$ cat config.mk
export PLATFORM = sky130hd
export DESIGN_NAME = xfer_exec
export DESIGN_NICKNAME = d
export VERILOG_FILES = /design/src/xfer_pkg.sv /design/src/core_if.sv /design/src/xfer_decode.sv /design/src/xfer_exec.sv /design/src/xfer_regs.sv
export SDC_FILE = /design/constraint.sdc
export NUM_CORES = 1
export LEC_CHECK = 0
export ABC_AREA = 1
export BUFFER_PORTS_ARGS = -buffer_cell sky130_fd_sc_hd__buf_4
export CAP_MARGIN = 10
export CORE_MARGIN = 2
export CORE_UTILIZATION = 62
export DETAILED_ROUTE_END_ITERATION = 10
export PLACE_DENSITY = 0.9
export SLEW_MARGIN = 30
export SYNTH_ARGS = -nofsm -noshare
export SYNTH_HDL_FRONTEND = slang
export SYNTH_HIERARCHICAL = 1
export SYNTH_SLANG_ARGS = --single-unit
$ cat constraint.sdc
create_clock -name clk_in -period 16.1 [get_ports clk_in]
set_input_delay 0 -clock clk_in [delete_from_list [all_inputs] [get_ports clk_in]]
set_output_delay 0 -clock clk_in [all_outputs]
set_load 0.03 [all_outputs]
$ cat src/xfer_pkg.sv
// shared constants, types and helpers for the byte transfer executor
package xfer_pkg;

	// byte register numbers, order X A C B E D L H
	localparam logic [2:0] REG_X = 3'h0;
	localparam logic [2:0] REG_A = 3'h1;
	localparam logic [2:0] REG_C = 3'h2;
	localparam logic [2:0] REG_B = 3'h3;
	localparam logic [2:0] REG_E = 3'h4;
	localparam logic [2:0] REG_D = 3'h5;
	localparam logic [2:0] REG_L = 3'h6;
	localparam logic [2:0] REG_H = 3'h7;

	// register pair numbers; pair n is {reg 2n+1, reg 2n}
	localparam logic [1:0] PAIR_WORD_ACC = 2'h0;
	localparam logic [1:0] PAIR_BC       = 2'h1;
	localparam logic [1:0] PAIR_DE       = 2'h2;
	localparam logic [1:0] PAIR_PTR3     = 2'h3;

	// address windows
	localparam logic [15:0] SHORT_FIRST  = 16'hFE20;
	localparam logic [15:0] SHORT_LAST   = 16'hFF1F;
	localparam logic [15:0] SFR_BASE     = 16'hFF00;
	localparam logic [15:0] CALLT_FIRST  = 16'h0040;
	localparam logic [15:0] CALLT_LAST   = 16'h007F;

	// status word layout and reset value
	localparam int         PSW_CY_BIT = 0;
	localparam int         PSW_AC_BIT = 4;
	localparam int         PSW_Z_BIT  = 6;
	localparam logic [7:0] PSW_RESET  = 8'h00;
	localparam logic [7:0] PC_RESET_LO = 8'h00;
	localparam logic [15:0] PC_RESET  = {8'h00, PC_RESET_LO};

	// opcodes of the executor
	localparam logic [7:0] OP_R_IMM      = 8'h10;
	localparam logic [7:0] OP_SHORT_IMM  = 8'h11;
	localparam logic [7:0] OP_SFR_IMM    = 8'h12;
	localparam logic [7:0] OP_A_R        = 8'h13;
	localparam logic [7:0] OP_R_A        = 8'h14;
	localparam logic [7:0] OP_A_SHORT    = 8'h15;
	localparam logic [7:0] OP_SHORT_A    = 8'h16;
	localparam logic [7:0] OP_A_SFR      = 8'h17;
	localparam logic [7:0] OP_SFR_A      = 8'h18;
	localparam logic [7:0] OP_A_ABS      = 8'h19;
	localparam logic [7:0] OP_ABS_A      = 8'h1A;
	localparam logic [7:0] OP_PSW_IMM    = 8'h1B;
	localparam logic [7:0] OP_A_PSW      = 8'h1C;
	localparam logic [7:0] OP_PSW_A      = 8'h1D;
	localparam logic [7:0] OP_A_DE       = 8'h1E;
	localparam logic [7:0] OP_DE_A       = 8'h1F;
	localparam logic [7:0] OP_A_PTR      = 8'h20;
	localparam logic [7:0] OP_PTR_A      = 8'h21;
	localparam logic [7:0] OP_A_PTR_OFS  = 8'h22;
	localparam logic [7:0] OP_PTR_OFS_A  = 8'h23;
	localparam logic [7:0] OP_XCH_A_X    = 8'h24;
	localparam logic [7:0] OP_XCH_A_R    = 8'h25;
	localparam logic [7:0] OP_XCH_SHORT  = 8'h26;
	localparam logic [7:0] OP_XCH_SFR    = 8'h27;
	localparam logic [7:0] OP_XCH_DE     = 8'h28;
	localparam logic [7:0] OP_XCH_PTR    = 8'h29;
	localparam logic [7:0] OP_XCH_PTR_OFS = 8'h2A;

	// operand check kinds
	localparam logic [2:0] CHK_SHORT      = 3'h0;
	localparam logic [2:0] CHK_SHORT_PAIR = 3'h1;
	localparam logic [2:0] CHK_ABS_BYTE   = 3'h2;
	localparam logic [2:0] CHK_ABS_WORD   = 3'h3;
	localparam logic [2:0] CHK_CALLT      = 3'h4;

	// execution class of a decoded instruction
	typedef enum logic [3:0] {
		EX_ILLEGAL = 4'h0, EX_R_IMM = 4'h1, EX_MEM_IMM = 4'h2, EX_A_R = 4'h3,
		EX_R_A = 4'h4, EX_LD_A = 4'h5, EX_ST_A = 4'h6, EX_XCH_R = 4'h7,
		EX_XCH_MEM = 4'h8, EX_PSW_IMM = 4'h9, EX_A_PSW = 4'hA, EX_PSW_A = 4'hB
	} exec_e;

	// where the memory address comes from
	typedef enum logic [2:0] {
		AS_NONE = 3'h0, AS_SHORT = 3'h1, AS_SFR = 3'h2, AS_ABS = 3'h3,
		AS_DE = 3'h4, AS_PTR = 3'h5, AS_PTR_OFS = 3'h6
	} asrc_e;

	// true when an address lies in the short-direct window
	function automatic logic in_short(input logic [15:0] a);
		in_short = (a >= SHORT_FIRST) && (a <= SHORT_LAST);
	endfunction

	// legality of an address operand of the given kind
	function automatic logic addr_legal(input logic [2:0] kind, input logic [15:0] a);
		case (kind)
			CHK_SHORT:      addr_legal = in_short(a);
			CHK_SHORT_PAIR: addr_legal = in_short(a) && !a[0];
			CHK_ABS_BYTE:   addr_legal = 1'b1;
			CHK_ABS_WORD:   addr_legal = !a[0];
			CHK_CALLT:      addr_legal = (a >= CALLT_FIRST) && (a <= CALLT_LAST) && !a[0];
			default:        addr_legal = 1'b0;
		endcase
	endfunction

endpackage

$ cat src/core_if.sv
// link between the executor, its decoder and its register file
`timescale 1ns/1ns
interface core_if;
	import xfer_pkg::*;

	logic [7:0]  opcode;     // opcode being decoded
	logic [1:0]  len;        // instruction bytes
	logic [3:0]  clocks;     // instruction clocks
	exec_e       ex;         // execution class
	asrc_e       asrc;       // address source
	logic [2:0]  rd_sel;     // byte register read select
	logic [7:0]  rd_data;    // selected byte register
	logic [7:0]  a_data;     // accumulator
	logic [1:0]  pair_sel;   // pointer pair select
	logic [15:0] pair_data;  // selected pair
	logic [15:0] wacc_data;  // word accumulator
	logic        wr_en;      // byte register write
	logic [2:0]  wr_sel;     // byte register write select
	logic [7:0]  wr_data;    // byte register write data
	logic        a_wr_en;    // accumulator write
	logic [7:0]  a_wr_data;  // accumulator write data

	modport dec (input opcode, output len, output clocks, output ex, output asrc);
	modport rf (input rd_sel, input pair_sel, input wr_en, input wr_sel, input wr_data,
		input a_wr_en, input a_wr_data, output rd_data, output a_data, output pair_data,
		output wacc_data);
	modport exe (output opcode, input len, input clocks, input ex, input asrc,
		output rd_sel, output pair_sel, output wr_en, output wr_sel, output wr_data,
		output a_wr_en, output a_wr_data, input rd_data, input a_data, input pair_data,
		input wacc_data);
endinterface

$ cat src/xfer_decode.sv
// opcode decoder: length, clock count, class and address source
`timescale 1ns/1ns
module xfer_decode
	import xfer_pkg::*;
(
	// decode link
	core_if.dec dif
);

	// one table row: bytes, clocks, class, address source
	function automatic logic [12:0] row(input logic [1:0] l, input logic [3:0] c,
		input exec_e e, input asrc_e s);
		row = {l, c, e, s};
	endfunction

	logic [12:0] r; // packed decode row

	// unknown opcodes run as one byte, four clocks, flagged illegal
	always_comb
	begin
		case (dif.opcode)
			OP_R_IMM:       r = row(2'h3, 4'h6, EX_R_IMM, AS_NONE);
			OP_SHORT_IMM:   r = row(2'h3, 4'h6, EX_MEM_IMM, AS_SHORT);
			OP_SFR_IMM:     r = row(2'h3, 4'h6, EX_MEM_IMM, AS_SFR);
			OP_A_R:         r = row(2'h2, 4'h4, EX_A_R, AS_NONE);
			OP_R_A:         r = row(2'h2, 4'h4, EX_R_A, AS_NONE);
			OP_A_SHORT:     r = row(2'h2, 4'h4, EX_LD_A, AS_SHORT);
			OP_SHORT_A:     r = row(2'h2, 4'h4, EX_ST_A, AS_SHORT);
			OP_A_SFR:       r = row(2'h2, 4'h4, EX_LD_A, AS_SFR);
			OP_SFR_A:       r = row(2'h2, 4'h4, EX_ST_A, AS_SFR);
			OP_A_ABS:       r = row(2'h3, 4'h8, EX_LD_A, AS_ABS);
			OP_ABS_A:       r = row(2'h3, 4'h8, EX_ST_A, AS_ABS);
			OP_PSW_IMM:     r = row(2'h3, 4'h6, EX_PSW_IMM, AS_NONE);
			OP_A_PSW:       r = row(2'h2, 4'h4, EX_A_PSW, AS_NONE);
			OP_PSW_A:       r = row(2'h2, 4'h4, EX_PSW_A, AS_NONE);
			OP_A_DE:        r = row(2'h1, 4'h6, EX_LD_A, AS_DE);
			OP_DE_A:        r = row(2'h1, 4'h6, EX_ST_A, AS_DE);
			OP_A_PTR:       r = row(2'h1, 4'h6, EX_LD_A, AS_PTR);
			OP_PTR_A:       r = row(2'h1, 4'h6, EX_ST_A, AS_PTR);
			OP_A_PTR_OFS:   r = row(2'h2, 4'h6, EX_LD_A, AS_PTR_OFS);
			OP_PTR_OFS_A:   r = row(2'h2, 4'h6, EX_ST_A, AS_PTR_OFS);
			OP_XCH_A_X:     r = row(2'h1, 4'h4, EX_XCH_R, AS_NONE);
			OP_XCH_A_R:     r = row(2'h2, 4'h6, EX_XCH_R, AS_NONE);
			OP_XCH_SHORT:   r = row(2'h2, 4'h6, EX_XCH_MEM, AS_SHORT);
			OP_XCH_SFR:     r = row(2'h2, 4'h6, EX_XCH_MEM, AS_SFR);
			OP_XCH_DE:      r = row(2'h1, 4'h8, EX_XCH_MEM, AS_DE);
			OP_XCH_PTR:     r = row(2'h1, 4'h8, EX_XCH_MEM, AS_PTR);
			OP_XCH_PTR_OFS: r = row(2'h2, 4'h8, EX_XCH_MEM, AS_PTR_OFS);
			default:        r = row(2'h1, 4'h4, EX_ILLEGAL, AS_NONE);
		endcase
	end

	// unpack the row onto the link
	assign dif.len    = r[12:11];
	assign dif.clocks = r[10:7];
	assign dif.ex     = exec_e'(r[6:3]);
	assign dif.asrc   = asrc_e'(r[2:0]);

endmodule

$ cat src/xfer_exec.sv
// byte transfer and exchange executor
// Function
// - byte registers numbered X A C B E D L H
// - pairs numbered word_acc BC DE pointer three
// - short-direct operand maps into FE20H..FF1FH
// - short-direct pair operand must be even
// - absolute address spans all; word needs even
// - call-table address even, 0040H to 007FH
// - bit 3 bits, byte 8, word 16
// - branch displacement is signed 8-bit
// - A accumulator, A with X word accumulator
// - load A from pointer plus offset, 6 clocks
// - store A there, 6 clocks, flags kept
// - atomic swap A with pointer plus offset
// - status word loads update Z, AC, CY
`timescale 1ns/1ns
module xfer_exec
	import xfer_pkg::*;
(
	// clock, reset, enable
	input  wire logic        clk_in,
	input  wire logic        rst_in,
	input  wire logic        ce_in,
	// program memory, combinational read
	output wire logic [15:0] prog_addr_out,
	input  wire logic [7:0]  prog_data_in,
	// data memory and special registers, combinational read
	output wire logic [15:0] mem_addr_out,
	output wire logic [7:0]  mem_wdata_out,
	output wire logic        mem_we_out,
	output wire logic        mem_re_out,
	input  wire logic [7:0]  mem_rdata_in,
	// execution status
	output wire logic        retire_out,
	output wire logic        illegal_out,
	output wire logic [7:0]  psw_out,
	output wire logic [15:0] word_acc_out,
	// operand checker
	input  wire logic [2:0]  chk_kind_in,
	input  wire logic [15:0] chk_value_in,
	input  wire logic [7:0]  chk_disp_in,
	output wire logic        chk_ok_out,
	output wire logic [2:0]  chk_bit_out,
	output wire logic [15:0] chk_offset_out
);

	// sequencer states
	typedef enum logic [2:0] {
		ST_OPCODE  = 3'h0,
		ST_OPERAND = 3'h1,
		ST_ISSUE   = 3'h2,
		ST_ACCESS  = 3'h3,
		ST_WAIT    = 3'h4
	} state_e;

	core_if cif (); // link to decoder and register file

	// sequencer state
	state_e      state_r, state_nxt;     // current phase
	logic [3:0]  cnt_r, cnt_nxt;         // clock index inside instruction
	logic [15:0] pc_r, pc_nxt;           // fetch address
	logic [7:0]  op_r, op_nxt;           // latched opcode
	logic [7:0]  b1_r, b1_nxt;           // first operand byte
	logic [7:0]  b2_r, b2_nxt;           // second operand byte
	logic [7:0]  psw_r, psw_nxt;         // status word

	// memory port state, all driven from flops
	logic [15:0] maddr_r, maddr_nxt;     // access address
	logic [7:0]  mwdata_r, mwdata_nxt;   // write data
	logic        mwe_r, mwe_nxt;         // write strobe
	logic        mre_r, mre_nxt;         // read strobe

	// operand checker state
	logic        chk_ok_r, chk_ok_nxt;   // address legal
	logic [2:0]  chk_bit_r, chk_bit_nxt; // bit number field
	logic [15:0] chk_ofs_r, chk_ofs_nxt; // sign-extended displacement

	// combinational helpers
	logic        last;                   // this clock ends the instruction
	logic        bad_sel;                // register operand not allowed
	logic [2:0]  sel;                    // byte register operand
	logic [15:0] ea;                     // effective address

	// decoder and register file
	xfer_decode u_dec (
		.dif (cif.dec)
	);

	xfer_regs u_regs (
		.clk_in (clk_in),
		.rst_in (rst_in),
		.ce_in  (ce_in),
		.rif    (cif.rf)
	);

	// decode the byte on the fetch bus in the opcode clock, the latched one after
	assign cif.opcode = (state_r == ST_OPCODE) ? prog_data_in : op_r;

	// register operand: exchange with X names it in the opcode
	assign sel = (op_r == OP_XCH_A_X) ? REG_X : b1_r[2:0];
	assign cif.rd_sel = sel;

	// A is not a register operand of the A,r and r,A moves; exchange also excludes X
	always_comb
	begin
		case (cif.ex)
			EX_A_R, EX_R_A: bad_sel = (sel == REG_A);
			EX_XCH_R:       bad_sel = (op_r == OP_XCH_A_R) && ((sel == REG_A) || (sel == REG_X));
			default:        bad_sel = 1'b0;
		endcase
	end

	// pointer pair for indirect forms
	assign cif.pair_sel = (cif.asrc == AS_DE) ? PAIR_DE : PAIR_PTR3;

	// effective address by source
	always_comb
	begin
		case (cif.asrc)
			AS_SHORT:   ea = SHORT_FIRST + {8'h00, b1_r};
			AS_SFR:     ea = SFR_BASE + {8'h00, b1_r};
			AS_ABS:     ea = {b2_r, b1_r};
			AS_DE:      ea = cif.pair_data;
			AS_PTR:     ea = cif.pair_data;
			AS_PTR_OFS: ea = cif.pair_data + {8'h00, b1_r};
			default:    ea = 16'h0000;
		endcase
	end

	// the instruction occupies exactly its documented clock count
	assign last = ((state_r == ST_ACCESS) || (state_r == ST_WAIT)) && (cnt_r == cif.clocks - 4'h1);

	// sequencer next state
	always_comb
	begin
		state_nxt = state_r;
		cnt_nxt   = cnt_r + 4'h1;
		pc_nxt    = pc_r;
		op_nxt    = op_r;
		b1_nxt    = b1_r;
		b2_nxt    = b2_r;
		case (state_r)
			// opcode clock: latch and advance
			ST_OPCODE:
			begin
				op_nxt    = prog_data_in;
				pc_nxt    = pc_r + 16'h0001;
				state_nxt = (cif.len == 2'h1) ? ST_ISSUE : ST_OPERAND;
			end
			// operand clocks: low byte first, so a word is {b2, b1}
			ST_OPERAND:
			begin
				if (cnt_r == 4'h1)
					b1_nxt = prog_data_in;
				else
					b2_nxt = prog_data_in;
				pc_nxt = pc_r + 16'h0001;
				if (cnt_r == {2'h0, cif.len} - 4'h1)
					state_nxt = ST_ISSUE;
			end
			// address goes out on the memory flops
			ST_ISSUE:
				state_nxt = ST_ACCESS;
			// memory is live and results commit in ST_ACCESS; ST_WAIT clocks only count
			ST_ACCESS, ST_WAIT:
			begin
				if (last)
				begin
					state_nxt = ST_OPCODE;
					cnt_nxt   = 4'h0;
				end
				else
					state_nxt = ST_WAIT;
			end
			default:
			begin
				state_nxt = ST_OPCODE;
				cnt_nxt   = 4'h0;
			end
		endcase
	end

	// memory port next values; strobes last exactly the access clock
	always_comb
	begin
		maddr_nxt  = maddr_r;
		mwdata_nxt = mwdata_r;
		mwe_nxt    = 1'b0;
		mre_nxt    = 1'b0;
		if (state_r == ST_ISSUE)
		begin
			maddr_nxt = ea;
			case (cif.ex)
				// immediate into short window or special register
				EX_MEM_IMM:
				begin
					mwdata_nxt = b2_r;
					mwe_nxt    = 1'b1;
				end
				// store of A
				EX_ST_A:
				begin
					mwdata_nxt = cif.a_data;
					mwe_nxt    = 1'b1;
				end
				// load into A
				EX_LD_A:
					mre_nxt = 1'b1;
				// read and write in the same clock: old byte is read, A lands at the edge,
				// so nothing can slip between the two halves of the swap
				EX_XCH_MEM:
				begin
					mwdata_nxt = cif.a_data;
					mwe_nxt    = 1'b1;
					mre_nxt    = 1'b1;
				end
				default:
				begin
					mwe_nxt = 1'b0;
					mre_nxt = 1'b0;
				end
			endcase
		end
	end

	// register and status commits in the access clock
	always_comb
	begin
		cif.wr_en     = 1'b0;
		cif.wr_sel    = sel;
		cif.wr_data   = 8'h00;
		cif.a_wr_en   = 1'b0;
		cif.a_wr_data = 8'h00;
		psw_nxt       = psw_r;
		if ((state_r == ST_ACCESS) && !bad_sel)
		begin
			case (cif.ex)
				// immediate into a byte register
				EX_R_IMM:
				begin
					cif.wr_en   = 1'b1;
					cif.wr_data = b2_r;
				end
				// register to A
				EX_A_R:
				begin
					cif.a_wr_en   = 1'b1;
					cif.a_wr_data = cif.rd_data;
				end
				// A to register
				EX_R_A:
				begin
					cif.wr_en   = 1'b1;
					cif.wr_data = cif.a_data;
				end
				// register swap, both ports in one edge
				EX_XCH_R:
				begin
					cif.wr_en     = 1'b1;
					cif.wr_data   = cif.a_data;
					cif.a_wr_en   = 1'b1;
					cif.a_wr_data = cif.rd_data;
				end
				// memory byte into A
				EX_LD_A, EX_XCH_MEM:
				begin
					cif.a_wr_en   = 1'b1;
					cif.a_wr_data = mem_rdata_in;
				end
				// status word loads take Z, AC and CY from the byte written
				EX_PSW_IMM:
					psw_nxt = b2_r;
				EX_PSW_A:
					psw_nxt = cif.a_data;
				// status word read leaves it alone
				EX_A_PSW:
				begin
					cif.a_wr_en   = 1'b1;
					cif.a_wr_data = psw_r;
				end
				// all other moves keep the flags
				default:
					psw_nxt = psw_r;
			endcase
		end
	end

	// operand checker, one clock of latency
	always_comb
	begin
		chk_ok_nxt  = addr_legal(chk_kind_in, chk_value_in);
		chk_bit_nxt = chk_value_in[2:0];
		chk_ofs_nxt = {{8{chk_disp_in[7]}}, chk_disp_in};
	end

	// register every group; nothing moves while the enable is low
	always_ff @(posedge clk_in or posedge rst_in)
	begin
		if (rst_in)
		begin
			state_r   <= ST_OPCODE;
			cnt_r     <= 4'h0;
			pc_r      <= PC_RESET;
			op_r      <= 8'h00;
			b1_r      <= 8'h00;
			b2_r      <= 8'h00;
			psw_r     <= PSW_RESET;
			maddr_r   <= 16'h0000;
			mwdata_r  <= 8'h00;
			mwe_r     <= 1'b0;
			mre_r     <= 1'b0;
			chk_ok_r  <= 1'b0;
			chk_bit_r <= 3'h0;
			chk_ofs_r <= 16'h0000;
		end
		else if (ce_in)
		begin
			state_r   <= state_nxt;
			cnt_r     <= cnt_nxt;
			pc_r      <= pc_nxt;
			op_r      <= op_nxt;
			b1_r      <= b1_nxt;
			b2_r      <= b2_nxt;
			psw_r     <= psw_nxt;
			maddr_r   <= maddr_nxt;
			mwdata_r  <= mwdata_nxt;
			mwe_r     <= mwe_nxt;
			mre_r     <= mre_nxt;
			chk_ok_r  <= chk_ok_nxt;
			chk_bit_r <= chk_bit_nxt;
			chk_ofs_r <= chk_ofs_nxt;
		end
	end

	// outputs; strobes are gated by the enable so a frozen core writes nothing twice
	assign prog_addr_out  = pc_r;
	assign mem_addr_out   = maddr_r;
	assign mem_wdata_out  = mwdata_r;
	assign mem_we_out     = mwe_r & ce_in;
	assign mem_re_out     = mre_r & ce_in;
	assign retire_out     = last & ce_in;
	assign illegal_out    = (state_r == ST_ACCESS) && ce_in && ((cif.ex == EX_ILLEGAL) || bad_sel);
	assign psw_out        = psw_r;
	assign word_acc_out   = cif.wacc_data;
	assign chk_ok_out     = chk_ok_r;
	assign chk_bit_out    = chk_bit_r;
	assign chk_offset_out = chk_ofs_r;

endmodule

$ cat src/xfer_regs.sv
// eight byte registers with byte and pair views
`timescale 1ns/1ns
module xfer_regs
	import xfer_pkg::*;
(
	// clock and reset
	input  wire logic clk_in,
	input  wire logic rst_in,
	input  wire logic ce_in,
	// register link
	core_if.rf        rif
);

	logic [7:0] regs_r   [8]; // byte registers by absolute number
	logic [7:0] regs_nxt [8]; // next register values

	// a pair is the odd register above the even one
	function automatic logic [15:0] pair_of(input logic [1:0] p, input logic [7:0] v [8]);
		pair_of = {v[{p, 1'b1}], v[{p, 1'b0}]};
	endfunction

	// read views
	assign rif.rd_data   = regs_r[rif.rd_sel];
	assign rif.a_data    = regs_r[REG_A];
	assign rif.pair_data = pair_of(rif.pair_sel, regs_r);
	assign rif.wacc_data = pair_of(PAIR_WORD_ACC, regs_r);

	// next values; the executor never writes A through both ports at once
	always_comb
	begin
		for (int i = 0; i < 8; i++)
			regs_nxt[i] = regs_r[i];
		if (rif.wr_en)
			regs_nxt[rif.wr_sel] = rif.wr_data;
		if (rif.a_wr_en)
			regs_nxt[REG_A] = rif.a_wr_data;
	end

	// register the file; held while the clock enable is low
	always_ff @(posedge clk_in or posedge rst_in)
	begin
		if (rst_in)
			for (int i = 0; i < 8; i++)
				regs_r[i] <= 8'h00;
		else if (ce_in)
			regs_r <= regs_nxt;
	end

endmodule
* Yosys cells after proc, flatten, opt, wreduce, memory -nomap -nowiden
Memories as Yosys holds them, arrays and structs flattened.
Index checks and enable logic that the tools add are counted.
** Word-level totals
- Register bits after elaboration :: 157
- Bits in read-only memories :: 768
- Input port bits :: 46
- Logic and storage cells :: 163
- Memories kept :: 1
** Memory list
- (name not given) :: words 64, width 12, read ports 1, clocked after memory_dff 0, write ports 0, RTL line xfer_decode.sv:21 : case (dif.opcode)
** Cells by class
- Add/sub/neg operators :: 7
- $lt $le $gt $ge :: 8
- Equal/unequal tests :: 33
- Mux-type cells :: 41
- Bitwise gates (word level) :: 7
- Reduce and logical (&&, ||, !) cells :: 44
** Operator list (count)
- two-way mux 8 bit :: 11
- one-hot mux 16 bit (5 select lines) :: 1
- binary-select mux 8 bit (select 3 bit) :: 3
- bitwise mux 64 bit :: 1
- two-way mux 56 bit :: 1
- one-hot mux 8 bit (2 select lines) :: 3
- demux 8 bit (select 3 bit) :: 1
- one-hot mux 8 bit (3 select lines) :: 1
- equality test 3 x 2 -> 1 bit (second input constant) :: 6
- adder 16 x 1 -> 16 bit (second input constant) :: 1
- adder 16 x 8 -> 16 bit :: 1
- equality test 4 x 3 -> 1 bit (second input constant) :: 4
- equality test 4 bit (second input constant) :: 4
- equality test 8 x 6 -> 1 bit (second input constant) :: 2
- >= comparator 16 bit (second input constant) :: 1
- >= comparator 16 x 7 -> 1 bit (second input constant) :: 1
- less-or-equal comparator 16 bit (second input constant) :: 1
- less-or-equal comparator 16 x 7 -> 1 bit (second input constant) :: 1
- OR reduction 2 bit :: 8
- equality test 3 bit (second input constant) :: 5
- two-way mux 13 bit :: 1
- equality test 3 x 1 -> 1 bit (second input constant) :: 4
- >= comparator 4 bit (second input constant) :: 3
- inverter 3 -> 4 bit :: 3
- 32 further kinds :: 72

* Longest topological paths before layout
- Word-level depth :: 13
- Gate-level depth with buffers :: 35
- Mapped depth without buffers :: 30

* Modules after synthesis
The synthesis kept the hierarchy.
** Modules (own cells, without submodules)
- xfer_exec :: times used 1, cells an instance 839, area each 6013.3 um^2, sequential area each 2327.2 um^2
- xfer_regs :: times used 1, cells an instance 595, area each 4015.1 um^2, sequential area each 1601.5 um^2
- xfer_decode :: times used 1, cells an instance 125, area each 660.6 um^2, sequential area each 0.0 um^2

* Worst setup path before layout
No wires, ideal clock.
- Kind :: reg-to-reg
- From :: register state_r[2]
- To :: register maddr_r[12] (netlist: mem_addr_out[12])
- Setup time :: 117 ps
- Arrival :: 4911 ps
- Slack :: 11073 ps
- Stages on the path, launching flop included :: 32
- Clock period less this slack :: 5027 ps
- Cells stage by stage :: dfrtp_1 nor2_1 nand2_1 clkbuf_1 o21ai_0 ha_1 nor2_1 nor2_1 nor2_1 a21oi_1 nor2_1 buf_2 nor2_1 buf_2 nand2_1 buf_2 buf_1 o211ai_1 nand2_1 ha_1 fa_1 nand2_1 nand2_1 and2_1 nand2_1 nand2_1 nand2_1 nand2_1 nand3_1 nand2_1 nand2_1 nand2_1
** Between the ends
- Longest elaborated chain between the ends :: 12
- Elaborated cells on any way between the ends :: 25
- Those cells by class :: 1 x add/sub; 7 x eq/ne; 10 x mux; 2 x bitwise; 4 x reduce/logical; 1 x memory
** RTL lines
- start: declaration :: RTL line xfer_exec.sv:59 : state_e state_r, state_nxt;
- start signal: assignment :: RTL line xfer_exec.sv:318 : state_r <= state_nxt;
- zero test 3 bit :: RTL line xfer_exec.sv:97 : assign cif.opcode = (state_r == ST_OPCODE) ? prog_data_in : op_r;
- two-way mux 8 bit
- via cif.opcode[1] :: RTL line core_if.sv:6 : logic [7:0] opcode;
- memory (64 x 12 bit)
- two-way mux 13 bit :: RTL line xfer_decode.sv:21
- via cif.asrc[1] :: RTL line core_if.sv:10 : asrc_e asrc;
- equality test 3 bit :: RTL line xfer_exec.sv:114 : assign cif.pair_sel = (cif.asrc == AS_DE) ? PAIR_DE : PAIR_PTR3;
- two-way mux 1 bit :: RTL line xfer_exec.sv:114
- via cif.pair_sel[0] :: RTL line core_if.sv:14 : logic [1:0] pair_sel;
- inverter 3 -> 4 bit (not written as such) :: RTL line xfer_regs.sv:19 : pair_of = {v[{p, 1'b1}], v[{p, 1'b0}]};
- binary-select mux 8 bit (select 3 bit) :: RTL line xfer_regs.sv:19
- two-way mux 8 bit (not written as such) (2 in series) :: RTL line xfer_regs.sv:19
- via cif.pair_data[0] :: RTL line core_if.sv:15 : logic [15:0] pair_data;
- adder 16 x 8 -> 16 bit :: RTL line xfer_exec.sv:125 : AS_PTR_OFS: ea = cif.pair_data + {8'h00, b1_r};
- one-hot mux 16 bit (5 select lines) :: RTL line xfer_exec.sv:119 : case (cif.asrc)
- end signal: assignment :: RTL line xfer_exec.sv:325 : maddr_r <= maddr_nxt;
- end: declaration :: RTL line xfer_exec.sv:68 : logic [15:0] maddr_r, maddr_nxt;
The timed path passes the listed nets, and every way through them passes these cells. The select of a mux whose other input is x is not followed.
A chain may end at the register's enable or synchronous reset.

* Worst setup path in the final report
Same ends and word-level chain as after synthesis.

==> flow_summary.yaml <==
status:
  status: "finished, final reports clean"
critical_path:
  cp_max_fo: 64
  reg2reg_from: "state_r[2]"
  cp.arrival_ns: 6.29
  cp.required_ns: 16.42
  cpMostUsedCell: "nand2_1"
  startpoint_type: "flop"
  path_buf_inv: 3
  slowest_stage: "nor2_2"
  cpPeakStageDelay_ns: 0.55
  cp-startpoint: "state_r[2]"
  worst-setup-path-type: "flop to flop"
  critical-path-top-delay-family: "simple AND/OR/NAND/NOR gates"
  cp-end-kind: "flop"
detailed_routing:
  avgRoutedWirePerCell_um: 17.5
  drtIter0Drc: 1559
  post-route-drc-count: 0
  routed_wirelength_um: 33400
  firstDrtPassIters: 8
  avgViaCountPerCell: 5.96
  vias: 11375
  drtAntennaViolNets: 0
clock_network:
  root_buffer: "clkbuf_16"
  ctsHtreeMaxLevel: 4
  holdBufCountCts: 34
  numCtsBuffers: 17
  clk_latency_ns: 0.44
  path_clk_slew_ns: 0.07
  clock_path_buffers: 2
  cts_sinks: 157
  post_cts_buffers: 0
  cts_tree: "done"
  post_cts_resized: 0
place:
  routabilityCongestion: 0.951
  hpwlAfterDp_um: 22100
  port_buffers: 131
timing:
  slew_viol_final: 0
  post-route-period-util_pct: 37.1
  fin_setup_tns_ns: 0
  hold_viol_final: 0
  slew_headroom_pct: 34.2
  fmaxAchievable_mhz: 168
  finalClockSkew_ns: 0.0132
  min_period_ns: 5.97
  worstMarginPinSlew_ns: 0.982
  setup_viol: 0
  rsz0062_at_grt: "no"
synth:
  synth_edf_count: 0
  ys_ff_latch: 157
  syn_inst: 1559
  syn_area_sq_um: 10700
  synth-main-ff-cell: "dfrtp_1"
  yosysMostFrequentCell: "nand2_1"
  synthTopCellsByCount: "nand2_1, inv_1, dfrtp_1, nand3_1, nor2_1"
  yosys_warnings: 6
  synth_top_cell_by_area: "dfrtp_1"
  synth_top_area_share_pct: 36.8
  synth_cell_types: 57
  async_flop_share_pct: 100
  yosys-top-cells-area: "dfrtp_1, nand2_1, inv_1"
  seq_area_frac_synth_pct: 36.8
  avgSynthCellArea_sq_um: 6.86
global_routing:
  antenna_found_initial: 1
  grt_start_max_net_pins: 76
  grt_overflow: 0
  grt_pass1_wl_um: 52800
  grt_pass1_vias: 10386
  grt_use_total_pct: 36.6
floorplanning:
  die_area_sq_um: 18300
  dieHeight_um: 135
  die_w_um: 135
  start_util_pct: 62.7
  fp-row-count: 48
  boundaryPins: 134
  core_area_sq_um: 17100
final_layout:
  final_nets: 1739
  drive_gt1_share_pct: 15.3
  nFillCells: 1318
  area_growth_pct: 16.7
  fin_util_pct: 73.1
power_and_ir_drop:
  cellPowerDensity_nw_per_um2: 191
  fin_total_pwr_mw: 2.38
  vdd_drop_max_mv: 0.157
  p_leak_nw: 6.46
hold_path:
  min-delay-start: "chk_value_in[14]"
  min_path_type: "primary input to flop"
run:
  drv_cap: 0
## flip-flops by register name (all words and copies together), names as in the netlist
signal / flops
cnt_r: 4
prog_addr_out: 16
psw_out: 8
state_r: 3
u_regs/rif.a_data: 8
u_regs/rif.wacc_data: 8
b1_r: 8
u_regs/regs_r: 48
chk_bit_out: 3
chk_offset_out: 8
op_r: 8
chk_ok_out: 1
mre_r: 1
mem_wdata_out: 8
b2_r: 8
mwe_r: 1
mem_addr_out: 16
## power breakdown
part           internal (mW)  total (mW)  switching, mW
clock network          0.268       0.436          0.169
logic                  0.425        1.38          0.952
registers              0.471       0.565         0.0936
## logic make-up (layout without fill, tap and decap cells)
group                    after synthesis  count (layout)  synth area share, %
XOR/XNOR                              19              19                 1.56
flip-flops                           157             157                 36.8
other                                  2               7               0.0703
AO/OA/AOI/OAI                        235             235                 13.4
multiplexers                           4               4                0.421
adder cells (fa/ha/maj)               22              22                 2.65
buffers and inverters                262             383                 11.5
AND/OR/NAND/NOR                      858             858                 33.7
## cell type report
cell class / count / area [sq um] / area share, %
multi-input combinational: 1144 / 5560 / 44.6
sequential: 157 / 3930 / 31.5
tap: 225 / 282 / 2.26
inverter: 174 / 656 / 5.26
timing repair buffer: 177 / 1420 / 11.4
clock inverter: 10 / 163 / 1.30
clock buffer: 22 / 464 / 3.72
antenna: 1 / 2.50 / 0.0201
## worst register-to-register path, delay by kind of cell, from the launching register on
kind / cells / cell delay, ns
buffers and inverters: 3 / 0.69
and+or+nand+nor: 19 / 3.10
AOI/OAI and AO/OA: 4 / 0.70
DFF: 1 / 0.47
adders and majority gates: 3 / 0.89
## cells in the final DEF, fill, tap and decap left out, types with 3 or more instances in the layout
cell and count:
nand2_1 598, inv_1 161, dfrtp_1 157, buf_4 142
nand3_1 97, nor2_1 93, o21ai_0 56, o21ai_1 53
a21oi_1 36, dlygate4sd3_1 34, o211ai_1 21, ha_1 21
nand2_2 20, o21ai_2 18, a31oi_1 18, clkbuf_16 17
inv_2 12, xor2_1 11, nor3_1 10, nor2_2 9
a22oi_1 9, nor2_4 8, xnor2_1 8, a221oi_1 8
conb_1 6, nand4_1 5, mux2_2 4, bufinv_16 4
and2_1 3, clkbuf_1 3
## metrics by stage
step | instance area, sq um | hold slack [ns] | setup WS, ns | instances
after global placement | 11500 | -0.0409 | 10.43 | 1843
final | 12500 | 0.0260 | 10.13 | 1910
after floorplan | 10700 | 0.117 | 11.07 | 1563
after detailed placement | 11500 | -0.0377 | 10.25 | 1843
after global routing | 12500 | 0.0403 | 9.82 | 1909
after CTS | 12500 | 0.0274 | 10.21 | 1909
## per-layer routing
| metal | GRT usage, % | part of all wire, % |
|---|---|---|
| met3 | 6.96 | 9.6 |
| met1 | 49.0 | 40 |
| met5 | 0 | 0 |
| met4 | 19.4 | 5.6 |
| met2 | 56.7 | 45 |
## path summary, 6_finish.rpt
check / to / slack, ns / cells after the start
max: mem_addr_out[12] / 10.13 / 29
max in group asynchronous: psw_out[2] / 15.06 / 4
min reg2reg: mem_addr_out[2] / 0.48 / 2
min in group asynchronous: prog_addr_out[13] / 0.07 / 3
min: chk_ok_out / 0.03 / 5
max reg2reg: mem_addr_out[12] / 10.13 / 29
Note: power is estimated with default switching activity, not from simulation.
